[src/core/scp_pkg.sv]
package scp_pkg;
    // I/O addresses of the ports this block decodes
    localparam logic [15:0] PORT_B_ADDR = 16'h0061;
    localparam logic [15:0] PORT_A_ADDR = 16'h0092;
    localparam logic [15:0] CRAM_INDEX_ADDR = 16'h0070;
    localparam logic [15:0] ARB_ADDR = 16'h0090;
    // Port B field positions
    localparam int PB_IRQ_CLR = 7;
    localparam int PB_PAR_FLAG = 7;
    localparam int PB_CHK_FLAG = 6;
    localparam int PB_T2_OUT = 5;
    localparam int PB_REFRESH = 4;
    localparam int PB_CHK_EN_N = 3;
    localparam int PB_PAR_EN_N = 2;
    localparam int PB_SPK_EN = 1;
    localparam int PB_T2_GATE = 0;
    // Port A field positions
    localparam int PA_WDOG = 4;
    localparam int PA_LOCK = 3;
    localparam int PA_GATE20 = 1;
    localparam int PA_HOT_RST = 0;
    // Other field positions
    localparam int CRAM_NMI_MASK = 7;
    localparam int ARB_NMI_HOLD = 6;
    // Values after power-on reset
    localparam logic NMI_MASK_RST = 1'b1;
    localparam logic CHK_EN_N_RST = 1'b1;
    localparam logic PAR_EN_N_RST = 1'b1;
    // Alternate reset timing, times in ns
    localparam int CLK_NS = 10;
    localparam int ALT_DELAY_NS = 6720;
    localparam int ALT_PULSE_NS = 100;
    localparam int ALT_TOTAL_NS = 13400;
    localparam int ALT_DELAY_CYC = (ALT_DELAY_NS + CLK_NS - 1) / CLK_NS;
    localparam int ALT_PULSE_CYC = (ALT_PULSE_NS + CLK_NS - 1) / CLK_NS;
    localparam int ALT_TOTAL_CYC = ALT_TOTAL_NS / CLK_NS;
    localparam int ALT_CNT_W = 11;
endpackage : scp_pkg

[src/core/scp_alt_if.sv]
`timescale 1ns/1ps
// Handshake between the port logic and the alternate reset sequencer
interface scp_alt_if;
    logic start;
    logic pulse;
    logic busy;
    modport ctl (output start, input pulse, input busy);
    modport seq (input start, output pulse, output busy);
endinterface : scp_alt_if

[src/core/scp_alt_seq.sv]
`timescale 1ns/1ps
module scp_alt_seq (
    input wire logic clk_i, // System clock
    input wire logic rst_i, // System reset
    scp_alt_if.seq alt // Start, pulse and busy
);
    import scp_pkg::*;

    typedef enum logic [1:0] {ST_IDLE, ST_WAIT, ST_PULSE, ST_TAIL} scp_seq_e;

    scp_seq_e state_r;
    scp_seq_e state_nxt;
    logic [ALT_CNT_W-1:0] cnt_r;
    logic [ALT_CNT_W-1:0] cnt_nxt;
    logic pulse_r;
    logic busy_r;

    localparam logic [ALT_CNT_W-1:0] DLY_END = ALT_CNT_W'(ALT_DELAY_CYC - 1);
    localparam logic [ALT_CNT_W-1:0] PLS_END =
        ALT_CNT_W'(ALT_DELAY_CYC + ALT_PULSE_CYC - 1);
    localparam logic [ALT_CNT_W-1:0] TOT_END = ALT_CNT_W'(ALT_TOTAL_CYC - 1);

    // Delay, pulse, then hold busy until the whole operation has elapsed
    always_comb begin
        state_nxt = state_r;
        cnt_nxt = cnt_r + ALT_CNT_W'(1);
        case (state_r)
            ST_IDLE: begin
                cnt_nxt = '0;
                if (alt.start) begin
                    state_nxt = ST_WAIT;
                end
            end
            ST_WAIT: begin
                if (cnt_r == DLY_END) begin
                    state_nxt = ST_PULSE;
                end
            end
            ST_PULSE: begin
                if (cnt_r == PLS_END) begin
                    state_nxt = ST_TAIL;
                end
            end
            ST_TAIL: begin
                if (cnt_r == TOT_END) begin
                    state_nxt = ST_IDLE;
                end
            end
            default: begin
                state_nxt = ST_IDLE;
            end
        endcase
    end

    always_ff @(posedge clk_i) begin
        if (rst_i) begin
            state_r <= ST_IDLE;
            cnt_r <= '0;
            pulse_r <= 1'b0;
            busy_r <= 1'b0;
        end else begin
            state_r <= state_nxt;
            cnt_r <= cnt_nxt;
            pulse_r <= (state_nxt == ST_PULSE);
            busy_r <= (state_nxt != ST_IDLE);
        end
    end

    assign alt.pulse = pulse_r;
    assign alt.busy = busy_r;
endmodule : scp_alt_seq

[src/core/scp_ports.sv]
`timescale 1ns/1ps
// Functional notes
// - NMI from parity, check, time-out, watchdog
// - Pending NMI halts arbitration until cleared
// - Mask gates only parity and channel check
// - Power-on sets NMI mask to one
// - System reset clears pending NMI state
// - Port B bit 7 write clears timer latch
// - Port B bits 7,6 report check flags
// - Port B bit 5 reads timer 2 output
// - Port B bit 4 toggles per refresh
// - Bit 3 channel-check enable, low, power-on one
// - Bit 2 parity-check enable, low, power-on one
// - Bits 1,0 speaker enable and timer gate
// - Port A bit 4 reads watchdog time-out
// - Port A bit 3 lock, cleared by power-off
// - Port A bit 1 gates address line twenty
// - Bit 0 rise pulses alternate reset briefly
// - Reset after 6.72 us, whole 13.4 us
// - Bit 0 stays set through alternate reset
// - Password bytes blocked after self test
module scp_ports (
    input wire logic SYS_CLK_I, // System clock, 100 MHz
    input wire logic RST_I, // System reset, sync, high
    input wire logic POR_I, // Power-on reset, sync, high
    input wire logic [15:0] IO_ADDR_I, // I/O address
    input wire logic IO_WR_I, // I/O write strobe
    input wire logic IO_RD_I, // I/O read strobe
    input wire logic [7:0] IO_WDATA_I, // I/O write data
    output logic [7:0] IO_RDATA_O, // I/O read data, next cycle
    input wire logic PARITY_ERR_I, // Memory parity error
    input wire logic CHAN_CHECK_I, // Channel check
    input wire logic CHAN_TIMEOUT_I, // Channel time-out
    input wire logic WATCHDOG_TO_I, // Watchdog time-out
    input wire logic TIMER0_OUT_I, // Timer 0 output
    input wire logic TIMER2_OUT_I, // Timer 2 output
    input wire logic REFRESH_REQ_I, // Refresh request pulse
    output logic NMI_O, // Nonmaskable interrupt
    output logic ARB_HALT_O, // Bus arbitration halted
    output logic TIMER_ZERO_IRQ_O, // Interrupt line 0 latch
    output logic SPEAKER_DATA_EN_O, // Speaker data enable
    output logic TIMER2_GATE_O, // Timer 2 gate
    output logic ADDRESS_LINE_TWENTY_GATE_O, // Line 20 enable
    output logic PASSWORD_BLOCK_O, // Password bytes blocked
    output logic CPU_ALT_RESET_O // Alternate processor reset
);
    import scp_pkg::*;

    scp_alt_if alt ();

    // Control state
    logic nmi_mask_r;
    logic nmi_r;
    logic par_flag_r;
    logic chk_flag_r;
    logic wdog_flag_r;
    logic tmr_irq_r;
    logic t0_prev_r;
    logic refresh_r;
    logic chk_en_n_r;
    logic par_en_n_r;
    logic spk_en_r;
    logic t2_gate_r;
    logic lock_r;
    logic gate20_r;
    logic hot_rst_r;
    logic alt_start_r;
    logic alt_rst_r;
    logic [7:0] rdata_r;
    logic [7:0] rdata_nxt;

    // Address decode and strobes
    wire sel_b = (IO_ADDR_I == PORT_B_ADDR);
    wire sel_a = (IO_ADDR_I == PORT_A_ADDR);
    wire wr_b = IO_WR_I && sel_b;
    wire wr_a = IO_WR_I && sel_a;
    wire wr_idx = IO_WR_I && (IO_ADDR_I == CRAM_INDEX_ADDR);
    wire wr_arb = IO_WR_I && (IO_ADDR_I == ARB_ADDR);

    // Event sources; flags only latch while their enable is low
    wire par_evt = PARITY_ERR_I && !par_en_n_r;
    wire chk_evt = CHAN_CHECK_I && !chk_en_n_r;
    wire masked_src = (par_evt || chk_evt) && !nmi_mask_r;
    wire nmi_src = masked_src || CHAN_TIMEOUT_I
        || WATCHDOG_TO_I;
    wire arb_resume = wr_arb && !IO_WDATA_I[ARB_NMI_HOLD];
    wire t0_rise = TIMER0_OUT_I && !t0_prev_r;
    wire tmr_irq_clr = wr_b && IO_WDATA_I[PB_IRQ_CLR];
    wire hot_rise = wr_a && IO_WDATA_I[PA_HOT_RST]
        && !hot_rst_r;

    // Read views; reserved port A bits read as zero
    wire [7:0] port_b_view = {par_flag_r, chk_flag_r, TIMER2_OUT_I,
        refresh_r, chk_en_n_r, par_en_n_r, spk_en_r, t2_gate_r};
    wire [7:0] port_a_view = {3'h0, wdog_flag_r, lock_r, 1'b0,
        gate20_r, hot_rst_r};

    // Registered read data; unmapped reads return zero
    always_comb begin
        rdata_nxt = 8'h00;
        if (IO_RD_I && sel_b) begin
            rdata_nxt = port_b_view;
        end else if (IO_RD_I && sel_a) begin
            rdata_nxt = port_a_view;
        end
    end

    // NMI mask lives in the clock RAM index register
    always_ff @(posedge SYS_CLK_I) begin
        if (POR_I) begin
            nmi_mask_r <= NMI_MASK_RST;
        end else if (wr_idx) begin
            nmi_mask_r <= IO_WDATA_I[CRAM_NMI_MASK];
        end
    end

    // Pending NMI; a new source beats a resume in the same cycle
    always_ff @(posedge SYS_CLK_I) begin
        if (RST_I || POR_I) begin
            nmi_r <= 1'b0;
        end else if (nmi_src) begin
            nmi_r <= 1'b1;
        end else if (arb_resume) begin
            nmi_r <= 1'b0;
        end
    end

    // Check flags clear while their enable is held off
    always_ff @(posedge SYS_CLK_I) begin
        if (RST_I || POR_I) begin
            par_flag_r <= 1'b0;
            chk_flag_r <= 1'b0;
        end else begin
            par_flag_r <= par_evt || (par_flag_r && !par_en_n_r);
            chk_flag_r <= chk_evt || (chk_flag_r && !chk_en_n_r);
        end
    end

    // Watchdog status is sticky until a reset
    always_ff @(posedge SYS_CLK_I) begin
        if (RST_I || POR_I) begin
            wdog_flag_r <= 1'b0;
        end else if (WATCHDOG_TO_I) begin
            wdog_flag_r <= 1'b1;
        end
    end

    // Timer 0 latch; a rising edge wins over a clear
    always_ff @(posedge SYS_CLK_I) begin
        if (RST_I || POR_I) begin
            tmr_irq_r <= 1'b0;
            t0_prev_r <= 1'b0;
        end else begin
            t0_prev_r <= TIMER0_OUT_I;
            tmr_irq_r <= t0_rise || (tmr_irq_r && !tmr_irq_clr);
        end
    end

    // Refresh toggle flag
    always_ff @(posedge SYS_CLK_I) begin
        if (RST_I || POR_I) begin
            refresh_r <= 1'b0;
        end else if (REFRESH_REQ_I) begin
            refresh_r <= !refresh_r;
        end
    end

    // Check enables are forced off only at power-on
    always_ff @(posedge SYS_CLK_I) begin
        if (POR_I) begin
            chk_en_n_r <= CHK_EN_N_RST;
            par_en_n_r <= PAR_EN_N_RST;
        end else if (wr_b) begin
            chk_en_n_r <= IO_WDATA_I[PB_CHK_EN_N];
            par_en_n_r <= IO_WDATA_I[PB_PAR_EN_N];
        end
    end

    // Speaker controls; bits 6 to 4 are not stored
    always_ff @(posedge SYS_CLK_I) begin
        if (RST_I || POR_I) begin
            spk_en_r <= 1'b0;
            t2_gate_r <= 1'b0;
        end else if (wr_b) begin
            spk_en_r <= IO_WDATA_I[PB_SPK_EN];
            t2_gate_r <= IO_WDATA_I[PB_T2_GATE];
        end
    end

    // Security lock: only power removal clears it
    always_ff @(posedge SYS_CLK_I) begin
        if (POR_I) begin
            lock_r <= 1'b0;
        end else if (wr_a && IO_WDATA_I[PA_LOCK]) begin
            lock_r <= 1'b1;
        end
    end

    // Address line twenty gate
    always_ff @(posedge SYS_CLK_I) begin
        if (RST_I || POR_I) begin
            gate20_r <= 1'b0;
        end else if (wr_a) begin
            gate20_r <= IO_WDATA_I[PA_GATE20];
        end
    end

    // Hot reset bit stays set while the processor reset runs
    always_ff @(posedge SYS_CLK_I) begin
        if (RST_I || POR_I) begin
            hot_rst_r <= 1'b0;
        end else if (wr_a) begin
            hot_rst_r <= IO_WDATA_I[PA_HOT_RST];
        end
    end

    // Starts are dropped while a sequence is running
    always_ff @(posedge SYS_CLK_I) begin
        if (RST_I || POR_I) begin
            alt_start_r <= 1'b0;
        end else begin
            alt_start_r <= hot_rise && !alt.busy;
        end
    end

    assign alt.start = alt_start_r;

    scp_alt_seq u_seq (
        .clk_i (SYS_CLK_I),
        .rst_i (RST_I || POR_I),
        .alt (alt.seq)
    );

    // Output flops
    always_ff @(posedge SYS_CLK_I) begin
        if (RST_I || POR_I) begin
            alt_rst_r <= 1'b0;
            rdata_r <= 8'h00;
        end else begin
            alt_rst_r <= alt.pulse;
            rdata_r <= rdata_nxt;
        end
    end

    assign IO_RDATA_O = rdata_r;
    assign NMI_O = nmi_r;
    assign ARB_HALT_O = nmi_r;
    assign TIMER_ZERO_IRQ_O = tmr_irq_r;
    assign SPEAKER_DATA_EN_O = spk_en_r;
    assign TIMER2_GATE_O = t2_gate_r;
    assign ADDRESS_LINE_TWENTY_GATE_O = gate20_r;
    assign PASSWORD_BLOCK_O = lock_r;
    assign CPU_ALT_RESET_O = alt_rst_r;
endmodule : scp_ports

[config.mk]
export PLATFORM = sky130hd
export DESIGN_NAME = scp_ports
export DESIGN_NICKNAME = d
export VERILOG_FILES = /design/src/core/scp_pkg.sv /design/src/core/scp_alt_if.sv /design/src/core/scp_alt_seq.sv /design/src/core/scp_ports.sv
export SDC_FILE = /design/constraint.sdc
export NUM_CORES = 1
export LEC_CHECK = 0
export ABC_AREA = 1
export BUFFER_PORTS_ARGS = -buffer_cell sky130_fd_sc_hd__clkbuf_2
export CAP_MARGIN = 20
export CORE_MARGIN = 2
export CORE_UTILIZATION = 46
export CTS_BUF_LIST = sky130_fd_sc_hd__clkbuf_16
export DETAILED_ROUTE_END_ITERATION = 10
export HOLD_SLACK_MARGIN = 0.12
export PLACE_DENSITY = 0.86
export SETUP_SLACK_MARGIN = 0.2
export SYNTH_ARGS = -nofsm -noshare
export SYNTH_HDL_FRONTEND = slang
export SYNTH_SLANG_ARGS = --single-unit
[constraint.sdc]
create_clock -name SYS_CLK_I -period 1.2 [get_ports SYS_CLK_I]
set_input_delay 0.06 -clock SYS_CLK_I [delete_from_list [all_inputs] [get_ports SYS_CLK_I]]
set_output_delay 0.06 -clock SYS_CLK_I [all_outputs]
set_load 0.02 [all_outputs]
==> impl_results.md <==
- Initial antenna violation count: 0
- Post-synthesis compound-gate area fraction: approximately 7.7%
- Crit start category: flop
- Failing checks: negative setup slack
- Setup WS post-layout: -0.0101 ns
- Adder-Cell Fraction of Synth Area: 2.05%
- Gr ovfl total: 0
- Ant diodes: 0
- Worst skew pair latency: 0.28 ns
- RSZ-0062 raised after global routing: true
- Lkg Pwr: 1.20 nW
- Met1 usage: a little over a quarter
- Post-synthesis xor/xnor area fraction: less than 1%
- P per Cell Area: 1060 nW/um^2
- Ports: 52
- Status: finished with violations
- Worst hold endpoint: nmi_mask_r
- CP Data Required Time: about 1.4 ns
- Hold depth: 4
- Vias per inst: 4.94
- Mapped cell area: 1830 um^2
- DR vias: between 1.5k and 2k
- Final setup viols: 2
- Maxcap violations: 0
- DP HPWL: 2.96 mm
- #FFs+latches synth: 40
- Flop pwr share: 48.1%
- Layout cells sized above 1: 36.8%
- P&R area growth vs syn: 42.6%
- Sequential cell area: roughly 830 um^2
- Fin crit period: 1.21 ns
- Syn nets: roughly 290
- Overall Global Routing Usage: 21.1%
- First-pass GRT wire length: 7.11 mm
- Sequential area share after synthesis: 43.7%
- Post-route DRC: 0
- Die area: 4500 um^2
- Root buf cell: clkbuf_16
- Fmax: 0.826 GHz
- Max reg flops: 11
- Worst Hold Class: input port to flop
- Pin count of the biggest net entering global routing: 13
- Gpl congestion: 0.845
- Vias in the first global route: 1695
- GR Layer Usage met3: 5.57%
- Slew HR: 76.2%
- H-tree Lvls: 2
- Final clock skew: 0.00579 ns
- First-pass DRT Iterations: 4
- Routed Antenna Nets: 0
- Slew Limit Fails: 0
- Post-synthesis mux area share: 0%
- Top Usage Layer GRT: met2
- Multi-input logic area: 971 um^2
- Die X: roughly 67 um
- Initial drt markers: 74
- Largest family of logic cells by synthesized area: simple AND/OR/NAND/NOR gates
- Total power: 2.76 mW
- Num rows: 22
- Largest Register: u_seq.cnt_r
- R2r worst-path depth: 10
- Crit path arrival time: 1.39 ns
- Synth area leader: dfxtp_1
- Kind of critical path: flop to flop
- Synth Instances: 250
- Top-area cell type share of the netlist area: 43.7%
- Fin nets: about 370
- Area contributors post-synth: dfxtp_1, nand2_1, nand3_1
- Power share of the combinational group: between 6 and 7%
- CTS Sinks: 40
- Peak VDD IR: 715 uV
- Mapped Avg Cell Area: between 7 and 8 um^2
- Core box area: 3740 um^2
- Library cells used by synthesis: 29
- Critical Path End Type: flop
- Worst Hold Launch: IO_ADDR_I[1]
- Slew @ Worst Pin: 0.356 ns
- Internal power: ~2.2 mW
- Syn. warnings: 0
- CTS Buf Count: 5
- R2r endpoint: u_seq.alt.busy
- Critical-path maximum fanout: 5
- R2R Setup Slk: -0.01 ns
- Reg-to-reg critical path startpoint: u_seq.cnt_r[0]
- Final Cycle Share: 101%
- Switching Fraction: approximately 22%
- Buffers on Ports: 49
- Switch Pwr: between 0.5 and 0.6 mW
- Fill cells: 295
- Max clock buf depth: 2
- CTS tree: yes
- Total Wirelength: between 4 and 5 mm
- Final setup TNS: -0.0117 ns
- Clock power frac: a little under half
- Reg clk slew, reported paths: 0.05 ns
- Final hold violation count: 0
- Simple-gate portion of the synthesized area: roughly 36%
- Die span in y: roughly 67 um
- Mean routed wirelength per cell: 11.7 um
- Met2 Track Usage GR: 34.7%
- Starting density of the core: between 40% and 50%
per-stage QoR:
stage	cell area [um^2]	setup slack [ns]	cells	util, %	hold WS, ns
floorplan	1900	0.0704	250	-	0.129
global placement	2220	0.0101	349	59.3	0.261
detailed placement	2220	-0.0419	349	59.3	0.265
CTS	2570	-0.00304	376	68.8	0.134
global route	2610	-0.107	377	69.8	0.161
finish	2610	-0.0101	377	69.8	0.132
cells in the mapped netlist:
| cell type | n |
|---|---|
| a211oi_1 | 2 |
| a21oi_1 | 14 |
| buf_2 | 1 |
| buf_4 | 1 |
| buf_6 | 1 |
| clkbuf_2 | 1 |
| dfxtp_1 | 40 |
| ha_1 | 3 |
| inv_1 | 36 |
| inv_2 | 2 |
| nand2_1 | 42 |
| nand2_2 | 2 |
| nand3_1 | 28 |
| nand3_2 | 1 |
| nand3_4 | 1 |
| nand3b_1 | 1 |
| nand4_1 | 11 |
| nor2_1 | 35 |
| nor2_2 | 7 |
| nor2_4 | 1 |
| nor2_8 | 1 |
| nor3_1 | 3 |
| nor3_2 | 1 |
| o21ai_0 | 8 |
| o21ai_2 | 1 |
| o22ai_1 | 1 |
| or2_2 | 3 |
| xnor2_1 | 1 |
| xor2_1 | 1 |
worst max-delay path: stages, from the launching register on:
cell	delay, ns
dfxtp_4	0.38
ha_4	0.14
nand2_2	0.05
nor2_1	0.09
nand3_1	0.08
nand2_1	0.08
nand2_1	0.05
nand2_1	0.05
nand2_1	0.06
nand2_1	0.07
nand2_1	0.05
cell usage in the layout (no fill, tap or decap), types with 6 or more instances in the layout:
cell,count
nand2_2,6
nand3_1,25
dlygate4sd3_1,12
nor2_1,32
nor2_2,8
buf_4,13
dfxtp_4,6
clkbuf_2,49
inv_1,33
dfxtp_1,32
nand4_1,11
nand2_1,37
a21oi_1,11
power groups by stage:
stage / Sequential, mW / Clock, mW / Combinational [mW]
finish: 1.33 / 1.25 / 0.182
global route: 1.33 / 1.33 / 0.200
CTS: 1.33 / 1.27 / 0.181
detailed placement: 1.36 / 0 / 0.150
global placement: 1.36 / 0 / 0.146
floorplan: 1.37 / 0 / 0.0667
how the worst max path moves through the flow:
stage / to / from / slack [ns]
global placement: u_seq.alt.busy / u_seq.cnt_r[1] / 0.01
finish: u_seq.alt.busy / u_seq.cnt_r[0] / -0.01
CTS: u_seq.alt.busy / u_seq.cnt_r[0] / -0.003
global route: u_seq.alt.busy / u_seq.cnt_r[0] / -0.11
detailed placement: u_seq.alt.busy / u_seq.cnt_r[7] / -0.04
floorplan: u_seq.alt.busy / u_seq.cnt_r[1] / 0.07
routing by layer:
layer,up-vias,part of all wire [%],routed length [um]
met1,828,44,1920
met5,-,0,0
met3,12,5.0,221
met4,0,2.4,104
met2,64,49,2160
li1,960,-,-
cells by family after synthesis:
| family | count (synthesis) |
|---|---|
| and+or+nand+nor | 137 |
| buffers and inverters | 42 |
| DFF | 40 |
| adders and majority gates | 3 |
| AOI/OAI and AO/OA | 26 |
| xor gates and xnor gates | 2 |
repair_timing:
item                                    4_1_cts  5_1_grt
hold endpoints to repair                     16        0
gates cloned                                  0        0
endpoints found under the setup margin       11       15
gates resized for setup                      18       11
hold buffers                                 12        0
setup buffers                                 7        1
pin swaps                                    10        8
layout make-up:
cell class	instances	share of cell area [%]
repair buffers	75	18.2
well taps	48	2.30
clock buffers	5	4.79
flip-flops and latches	40	31.6
multi-input cells	168	37.2
inverters	38	5.46
clock inverters	3	0.527
Note: power is estimated with default switching activity, not from simulation.
